File: config.mk
export PLATFORM = sky130hd
export DESIGN_NAME = hdp_power_ctrl
export DESIGN_NICKNAME = d
export VERILOG_FILES = /design/src/hdp_power_ctrl.v /design/src/hdp_sync.v
export VERILOG_INCLUDE_DIRS = /design/src
export SDC_FILE = /design/constraint.sdc
export NUM_CORES = 1
export LEC_CHECK = 0
export BUFFER_PORTS_ARGS = -buffer_cell sky130_fd_sc_hd__buf_2
export CORE_MARGIN = 3
export CORE_UTILIZATION = 50
export DETAILED_ROUTE_END_ITERATION = 8
export GPL_ROUTABILITY_DRIVEN = 0
export GPL_TIMING_DRIVEN = 0
export PLACE_DENSITY = 0.71
export SYNTH_ARGS = -nofsm -noshare
export SYNTH_HDL_FRONTEND = slang
export SYNTH_SLANG_ARGS = --single-unit
File: constraint.sdc
create_clock -name CORE_CLK -period 4.25 [get_ports CORE_CLK]
set_clock_uncertainty 0.2 [all_clocks]
set_input_delay 0.2125 -clock CORE_CLK [delete_from_list [all_inputs] [get_ports CORE_CLK]]
set_output_delay 0.2125 -clock CORE_CLK [all_outputs]
set_load 0.02 [all_outputs]
File: src/hdp_map.vh
// Purpose: Offsets, field positions, reset values and counts of the power block.
// Assumes: Included by the power control files and by the bench.
// Notes: Offsets are the byte addresses of the serial register port.
`ifndef HDP_MAP_VH
`define HDP_MAP_VH

// Register offsets.
`define HDP_OFS_MASK_LOW 8'h01
`define HDP_OFS_MASK_HIGH 8'h02
`define HDP_OFS_HD_CTRL 8'h03
`define HDP_OFS_CONV_LP 8'h07
`define HDP_OFS_BIAS 8'h13

// Reset values.
`define HDP_RST_MASK_LOW 8'h00
`define HDP_RST_MASK_HIGH 8'h7f
`define HDP_RST_HD_CTRL 8'hff
`define HDP_RST_CONV_LP 8'h00
`define HDP_RST_BIAS 8'h00

// Power mask bit positions.
`define HDP_PD_CONVERTER 6
`define HDP_PD_TX_FILTER 5
`define HDP_PD_RX_CONV 2
`define HDP_PD_RX_GAIN 0

// Half-duplex control fields.
`define HDP_HD_DELAY_MSB 7
`define HDP_HD_DELAY_LSB 3
`define HDP_HD_RX_VIA_TX 2
`define HDP_HD_TX_EN 1
`define HDP_HD_RX_EN 0

// Converter low-power bit and bias fields.
`define HDP_LP_BIT 4
`define HDP_BIAS_COARSE_MSB 7
`define HDP_BIAS_COARSE_LSB 5
`define HDP_BIAS_FINE_MSB 4
`define HDP_BIAS_FINE_LSB 3
`define HDP_BIAS_CONV_MSB 2
`define HDP_BIAS_CONV_LSB 0
`define HDP_LP_CONV_BIAS 3'h3

// Midscale flush length in transmit clock cycles.
`define HDP_FLUSH_CYCLES 6'h21

`endif

File: src/hdp_power_ctrl.v
// Purpose: Fast power-up and power-down control of the transmit and receive paths.
// Assumes: Pins come from the back end, asynchronous to CORE_CLK; registers written on the register port.
// Notes: The transmit clock pin is sampled, not used as a clock; its edges time the off delay.
`default_nettype none
`include "hdp_map.vh"

module hdp_power_ctrl (
    input wire CORE_CLK,
    input wire SRST,
    input wire CE,
    input wire MASTER_POWER_PIN,
    input wire TRANSMIT_ENABLE_PIN,
    input wire RECEIVE_ENABLE_PIN,
    input wire TRANSMIT_QUIET_N_PIN,
    input wire TRANSMIT_CLOCK_PIN,
    input wire FULL_DUPLEX_MODE,
    input wire [7:0] REG_ADDR,
    input wire [7:0] REG_WDATA,
    input wire REG_WE,
    output reg [7:0] REG_RDATA,
    output reg [7:0] BLOCK_PD,
    output reg LINE_AMP_PD,
    output reg FILTER_FLUSH,
    output reg [2:0] COARSE_GAIN_BIAS,
    output reg [1:0] FINE_GAIN_BIAS,
    output reg [2:0] CONVERTER_BIAS
);

    // One-hot transmit power states.
    localparam [2:0] ST_ON = 3'h1;
    localparam [2:0] ST_WAIT = 3'h2;
    localparam [2:0] ST_OFF = 3'h4;

    wire [5:0] pins_s;
    wire master_s;
    wire transmit_enable_pin_s;
    wire receive_enable_pin_s;
    wire quiet_n_s;
    wire tclk_s;
    wire full_duplex_s;
    reg transmit_enable_pin_prev_q;
    reg receive_enable_pin_prev_q;
    reg tclk_prev_q;
    wire transmit_enable_pin_fall;
    wire transmit_enable_pin_rise;
    wire tclk_tick;
    reg [7:0] mask_low_q;
    reg [7:0] mask_high_q;
    reg [7:0] hd_ctrl_q;
    reg conv_lp_q;
    reg [7:0] bias_q;
    reg [2:0] state_q;
    reg [2:0] state_d;
    reg [4:0] dly_cnt_q;
    reg [4:0] dly_cnt_d;
    reg [5:0] flush_cnt_q;
    reg [5:0] flush_cnt_d;
    reg rx_pd_q;
    reg [7:0] mask_pd;
    reg [7:0] pd_d;
    reg amp_pd_d;
    wire tx_fast_en;
    wire rx_fast_en;
    wire tx_off;
    wire filter_off;

    // Picks one register by offset for readback.
    function [7:0] reg_read;
        input [7:0] addr;
        input [7:0] m_low;
        input [7:0] m_high;
        input [7:0] hd;
        input lp;
        input [7:0] bias;
        begin
            case (addr)
                `HDP_OFS_MASK_LOW: reg_read = m_low;
                `HDP_OFS_MASK_HIGH: reg_read = m_high;
                `HDP_OFS_HD_CTRL: reg_read = hd;
                `HDP_OFS_CONV_LP: reg_read = {3'h0, lp, 4'h0};
                `HDP_OFS_BIAS: reg_read = bias;
                default: reg_read = 8'h00;
            endcase
        end
    endfunction

    // All pins pass two flip-flops before any logic reads them.
    hdp_sync #(
        .WIDTH(6)
    ) u_sync (
        .clk(CORE_CLK),
        .ce(CE),
        .srst(SRST),
        .din({FULL_DUPLEX_MODE, TRANSMIT_CLOCK_PIN, TRANSMIT_QUIET_N_PIN,
              RECEIVE_ENABLE_PIN, TRANSMIT_ENABLE_PIN, MASTER_POWER_PIN}),
        .dout(pins_s)
    );

    assign master_s = pins_s[0];
    assign transmit_enable_pin_s = pins_s[1];
    assign receive_enable_pin_s = pins_s[2];
    assign quiet_n_s = pins_s[3];
    assign tclk_s = pins_s[4];
    assign full_duplex_s = pins_s[5];

    // Edge history of the synchronised transmit enable, receive enable and transmit clock pins.
    always @(posedge CORE_CLK)
    begin
        if (SRST)
        begin
            transmit_enable_pin_prev_q <= 1'b0;
            receive_enable_pin_prev_q <= 1'b0;
            tclk_prev_q <= 1'b0;
        end
        else if (CE)
        begin
            transmit_enable_pin_prev_q <= transmit_enable_pin_s;
            receive_enable_pin_prev_q <= receive_enable_pin_s;
            tclk_prev_q <= tclk_s;
        end
    end

    assign transmit_enable_pin_fall = transmit_enable_pin_prev_q & ~transmit_enable_pin_s;
    assign transmit_enable_pin_rise = ~transmit_enable_pin_prev_q & transmit_enable_pin_s;
    assign tclk_tick = ~tclk_prev_q & tclk_s;

    // Register writes; converter register keeps only its low-power bit.
    always @(posedge CORE_CLK)
    begin
        if (SRST)
        begin
            mask_low_q <= `HDP_RST_MASK_LOW;
            mask_high_q <= `HDP_RST_MASK_HIGH;
            hd_ctrl_q <= `HDP_RST_HD_CTRL;
            conv_lp_q <= 1'b0;
            bias_q <= `HDP_RST_BIAS;
        end
        else if (CE && REG_WE)
        begin
            case (REG_ADDR)
                `HDP_OFS_MASK_LOW: mask_low_q <= REG_WDATA;
                `HDP_OFS_MASK_HIGH: mask_high_q <= REG_WDATA;
                `HDP_OFS_HD_CTRL: hd_ctrl_q <= REG_WDATA;
                `HDP_OFS_CONV_LP: conv_lp_q <= REG_WDATA[`HDP_LP_BIT];
                `HDP_OFS_BIAS: bias_q <= REG_WDATA;
                default: bias_q <= bias_q;
            endcase
        end
    end

    // Readback is registered and returns zero for unmapped offsets.
    always @(posedge CORE_CLK)
    begin
        if (SRST)
        begin
            REG_RDATA <= 8'h00;
        end
        else if (CE)
        begin
            REG_RDATA <= reg_read(REG_ADDR, mask_low_q, mask_high_q, hd_ctrl_q, conv_lp_q, bias_q);
        end
    end

    // Transmit off-delay and flush sequencing.
    always @*
    begin
        state_d = state_q;
        dly_cnt_d = dly_cnt_q;
        flush_cnt_d = flush_cnt_q;
        case (state_q)
            ST_ON:
            begin
                if (transmit_enable_pin_fall)
                begin
                    dly_cnt_d = hd_ctrl_q[`HDP_HD_DELAY_MSB:`HDP_HD_DELAY_LSB];
                    flush_cnt_d = `HDP_FLUSH_CYCLES;
                    state_d = ST_WAIT;
                end
            end
            ST_WAIT:
            begin
                if (dly_cnt_q == 5'h00)
                begin
                    state_d = ST_OFF;
                end
                else if (tclk_tick)
                begin
                    dly_cnt_d = dly_cnt_q - 5'h01;
                end
            end
            ST_OFF:
            begin
                state_d = ST_OFF;
            end
            default:
            begin
                state_d = ST_ON;
            end
        endcase
        if (state_q != ST_ON && flush_cnt_q != 6'h00 && tclk_tick)
        begin
            flush_cnt_d = flush_cnt_q - 6'h01;
        end
        if (transmit_enable_pin_rise)
        begin
            state_d = ST_ON;
            dly_cnt_d = 5'h00;
            flush_cnt_d = 6'h00;
        end
    end

    always @(posedge CORE_CLK)
    begin
        if (SRST)
        begin
            state_q <= ST_ON;
            dly_cnt_q <= 5'h00;
            flush_cnt_q <= 6'h00;
        end
        else if (CE)
        begin
            state_q <= state_d;
            dly_cnt_q <= dly_cnt_d;
            flush_cnt_q <= flush_cnt_d;
        end
    end

    // Receive fast power state from the selected enable pin.
    always @(posedge CORE_CLK)
    begin
        if (SRST)
        begin
            rx_pd_q <= 1'b0;
        end
        else if (CE)
        begin
            if (hd_ctrl_q[`HDP_HD_RX_VIA_TX])
            begin
                if (transmit_enable_pin_rise)
                begin
                    rx_pd_q <= 1'b1;
                end
                else if (transmit_enable_pin_fall)
                begin
                    rx_pd_q <= 1'b0;
                end
            end
            else
            begin
                if (~receive_enable_pin_prev_q & receive_enable_pin_s)
                begin
                    rx_pd_q <= 1'b0;
                end
                else if (receive_enable_pin_prev_q & ~receive_enable_pin_s)
                begin
                    rx_pd_q <= 1'b1;
                end
            end
        end
    end

    assign tx_fast_en = ~full_duplex_s & hd_ctrl_q[`HDP_HD_TX_EN];
    assign rx_fast_en = ~full_duplex_s & hd_ctrl_q[`HDP_HD_RX_EN];
    assign tx_off = state_q == ST_OFF;
    assign filter_off = tx_off && flush_cnt_q == 6'h00;

    // Combines the pin-selected mask with the fast controls.
    always @*
    begin
        mask_pd = master_s ? mask_high_q : mask_low_q;
        pd_d = mask_pd;
        amp_pd_d = mask_pd[`HDP_PD_CONVERTER];
        if (full_duplex_s)
        begin
            if (!quiet_n_s)
            begin
                amp_pd_d = 1'b1;
                pd_d[`HDP_PD_TX_FILTER] = 1'b1;
            end
        end
        else
        begin
            if (tx_fast_en && tx_off)
            begin
                amp_pd_d = 1'b1;
            end
            if (tx_fast_en && filter_off)
            begin
                pd_d[`HDP_PD_TX_FILTER] = 1'b1;
            end
            if (rx_fast_en && rx_pd_q)
            begin
                pd_d[`HDP_PD_RX_CONV] = 1'b1;
                pd_d[`HDP_PD_RX_GAIN] = 1'b1;
            end
        end
    end

    // Registered power and bias outputs, a few cycles from the pin.
    always @(posedge CORE_CLK)
    begin
        if (SRST)
        begin
            BLOCK_PD <= 8'h00;
            LINE_AMP_PD <= 1'b0;
            FILTER_FLUSH <= 1'b0;
            COARSE_GAIN_BIAS <= 3'h0;
            FINE_GAIN_BIAS <= 2'h0;
            CONVERTER_BIAS <= 3'h0;
        end
        else if (CE)
        begin
            BLOCK_PD <= pd_d;
            LINE_AMP_PD <= amp_pd_d;
            FILTER_FLUSH <= ~full_duplex_s && state_q != ST_ON && flush_cnt_q != 6'h00;
            COARSE_GAIN_BIAS <= bias_q[`HDP_BIAS_COARSE_MSB:`HDP_BIAS_COARSE_LSB];
            FINE_GAIN_BIAS <= bias_q[`HDP_BIAS_FINE_MSB:`HDP_BIAS_FINE_LSB];
            CONVERTER_BIAS <= conv_lp_q ? `HDP_LP_CONV_BIAS : bias_q[`HDP_BIAS_CONV_MSB:`HDP_BIAS_CONV_LSB];
        end
    end

endmodule // hdp_power_ctrl

`default_nettype wire

File: src/hdp_sync.v
// Purpose: Two flip-flop synchroniser for a group of pin inputs.
// Assumes: Inputs are asynchronous to clk.
// Notes: The first stage feeds only the second stage.
`default_nettype none

module hdp_sync #(
    parameter WIDTH = 6
) (
    input wire clk,
    input wire ce,
    input wire srst,
    input wire [WIDTH-1:0] din,
    output wire [WIDTH-1:0] dout
);

    genvar i;

    // One two-stage chain per bit.
    generate
        for (i = 0; i < WIDTH; i = i + 1)
        begin : g_bit
            reg meta_q;
            reg sync_q;
            always @(posedge clk)
            begin
                if (srst)
                begin
                    meta_q <= 1'b0;
                    sync_q <= 1'b0;
                end
                else if (ce)
                begin
                    meta_q <= din[i];
                    sync_q <= meta_q;
                end
            end
            assign dout[i] = sync_q;
        end
    endgenerate

endmodule // hdp_sync

`default_nettype wire

==> metrics.md <==
| Metric | Value |
|---|---|
| Outcome | finished clean |
| Dpl cells | between 600 and 700 |
| Top cells by count, synth | 89 x dfxtp_1, 77 x nor2_1, 47 x mux2i_1 |
| CTS Buffer Depth | 2 |
| Sink Count | 89 |
| Hold Buf Count CTS | 14 |
| Hold Vio Cnt, Final | 0 |
| Most numerous cell in the Yosys netlist | dfxtp_1 |
| Setup_tns | 0 ns |
| Vias in the first global route | 3367 |
| Cell Pwr Density | approximately 350 nW/um^2 |
| Async SR Flop Fraction | 0% |
| Count of cell types in the netlist | between 50 and 60 |
| Pin count of the biggest net entering global routing | 17 |
| Clock buffer count from CTS | 9 |
| Core footprint | 7810 um^2 |
| Resized cells post-CTS | 0 |
| First-pass GRT wire length | ~17000 um |
| Initial Util | 51.8% |
| RSZ-0062 raised after global routing | no |
| Seq/Total Area, Yosys | between 40% and 50% |
| Worst Setup End Kind | flop |
| Buffer count from post-CTS setup fixing | 0 |
| DRC viols | 0 |
| Root Buffer | clkbuf_8 |
| Num rows | 32 |
| Post-synth top area share | 44.0% |
| Hold Path Sink | flush_cnt_q[4] |
| Hold path startpoint | SRST |
| Via/cell ratio | around 5.6 |
| Crit Path Category | flop to flop |
| Chip height | 96.0 um |
| Total grt overflow | 0 |
| DRT Wirelength | between 10000 and 15000 um |
| Crit share post-route | 61.4% |
| Slowest stage delay, CP | about 0.62 ns |
| Synthesis warning total | 0 |
| R2R Path Start | u_sync.g_bit[1].sync_q |
| Final Critical Period | about 2.6 ns |
| Post-DP HPWL | about 7500 um |
| Slowest-stage cell, CP | or4_1 |
| Startpoint types | flop |
| Peak VDD IR | between 200 and 250 uV |
| Yosys top cell by area | dfxtp_1 |
| WL/cell | 16.4 um |
| Worst R2R End | dly_cnt_q[3] |
| Nets | 557 |
| Final Non-Filler Cells | ~630 |
| Final Power | approximately 1.6 mW |
| Antenna-violating nets left | 0 |
| Setup slack, reg-to-reg | between 1.5 and 2 ns |
| Fmax | 0.383 GHz |
| Worst Path Max Fanout | 10 |
| Top_reg_cell synth | dfxtp_1 |
| Max_cap viols | 0 |
| All-Layer GR Usage | between 20% and 30% |
| Synthesis-to-finish area growth | 17.8% |
| Clock transition at the registers of the reported paths | around 0.1 ns |
| Post-Syn Area per Cell | between 8 and 9 um^2 |
| Synth Net Count | between 400 and 500 |
| Routed vias | about 3500 |
| Share of layout cells above drive strength 1 | 16.5% |
| Synth Cell Area | roughly 4000 um^2 |
| Arrival @ worst endpoint | 2.70 ns |
| H-tree depth | 3 |
| FF+latch count, synth | 89 |
| Clock Latency Late Sink | roughly 0.37 ns |
| CP Buf/Inv Count | 2 |
| Slew headroom | a little over two fifths |
| Pre-Repair DR Iteration Count | 4 |
| Worst-Margin Slew | ~0.85 ns |
| Width of the die | ~96 um |
| CTS tree | done |
| Worst reg-to-reg path cell count | 7 |
| Initial antenna violation count | 0 |
| Die area | just over 9000 um^2 |
| Hold Crit Class | primary input to flop |
| Crit path max-delay family | compound AO/OA/AOI/OAI gates |
| P_leak | ~2.0 nW |
| Synthesized instance count | 452 |
| Fin. max-slew vios | 0 |
| Top cells by area, synth | dfxtp_1 44%, mux2i_1 12%, nor2_1 7.1%, nand2_1 3.1%, a211o_1 2.8% |
| Hold Crit Depth | 3 |
| I/O pin count | 52 |
| Buffers on Ports | 50 |
| Count of final setup violators | 0 |
| 1st-iter DRT viols | roughly 190 |
| Ant. Diodes | 0 |
| Number of synthesized flops with an enable pin | 0 |
| Fin util | between 60 and 70% |
| Critical path cell sequence | ha_1, inv_1, clkbuf_1, a32oi_1, o2111ai_1, or4_1, a21oi_1 |
| CP Data Required Time | ~4.3 ns |
| Critical Path Stages | 7 |
power breakdown:
part	switching (mW)	internal [mW]	leakage, nW
clock	0.323	0.276	0.0885
sequential	0.0129	0.853	0.722
combinational	0.108	0.0764	1.15
total	0.444	1.20	1.96
metrics by stage:
step / cell area [um^2] / worst slack (ns) / hold WS (ns)
final: 4770 / 1.64 / 0.0256
after global routing: 4770 / 1.48 / 0.0472
after CTS: 4770 / 1.67 / 0.0179
after detailed placement: 4420 / 1.57 / 0.255
after global placement: 4420 / 1.59 / 0.248
after floorplan: 4050 / 1.92 / 0.133
cell families (layout without fill, tap and decap cells):
logic type               count (synthesis)  after routing  synth area share, %
AND/OR/NAND/NOR                        161            161                 19.2
AO/OA/AOI/OAI                           92             92                 16.0
flip-flops                              89             89                 44.0
multiplexers                            55             55                 13.9
buffers and inverters                   47            127                 4.79
adder cells (fa/ha/maj)                  4              4                 1.24
XOR/XNOR                                 4              4                0.866
how the worst max path moves through the flow:
stage,from,end,slack [ns]
floorplan,REG_ADDR[5],mask_high_q[0],1.92
global placement,REG_ADDR[5],hd_ctrl_q[3],1.59
detailed placement,REG_ADDR[5],hd_ctrl_q[2],1.57
CTS,u_sync.g_bit[1].sync_q,dly_cnt_q[3],1.67
global route,state_q[1],dly_cnt_q[4],1.48
finish,u_sync.g_bit[1].sync_q,dly_cnt_q[3],1.64
area by class of cell:
class	count	area (um^2)
clock buffers	9	124
flip-flops and latches	89	1780
multi-input cells	316	2070
plain buffers	31	134
well taps	102	128
repair buffers	64	390
inverters	16	60.1
fillers	708	3040
clock inverters	7	77.6
metal layers:
layer | vias to the layer above | GRT usage [%] | part of all wire, %
met4 | 0 | 8.77 | 2.4
met5 | - | 0 | 0
li1 | 1739 | - | -
met2 | 94 | 39.8 | 47
met1 | 1687 | 32.3 | 46
met3 | 23 | 3.60 | 4.7
tightest hold or removal path, cell delays in order:
cell	delay, ns
buf_2	0.15
or4_1	0.12
o21ai_0	0.06
sequential cells by signal, indices dropped and copies added (netlist names), 5 cells and up:
name,count
BLOCK_PD,8
REG_RDATA,8
bias_q,8
dly_cnt_q,5
flush_cnt_q,6
hd_ctrl_q,8
mask_high_q,8
mask_low_q,8
u_sync.g_bit.meta_q,6
u_sync.g_bit.sync_q,6
cells in the final DEF (no fill, tap or decap), types with 3 or more instances in the layout:
cell and instances:
clkbuf_1 24, dfxtp_1 89, inv_1 16, a211o_1 13, clkbuf_8 9, nor3_1 7
dlygate4sd3_1 14, ha_1 4, or4_1 3, nand2_1 33, a22o_1 7, o211ai_1 3
a22oi_1 8, nand3b_1 7, nor2_1 77, buf_2 55, nand2b_1 7, or3_1 3
mux2_2 8, o21ai_0 16, mux2i_1 47, clkinvlp_4 4, o21a_1 4, a211oi_1 11
a21oi_1 16, a21boi_0 3, nor2b_1 4
Power figures use the tool's default switching activity.
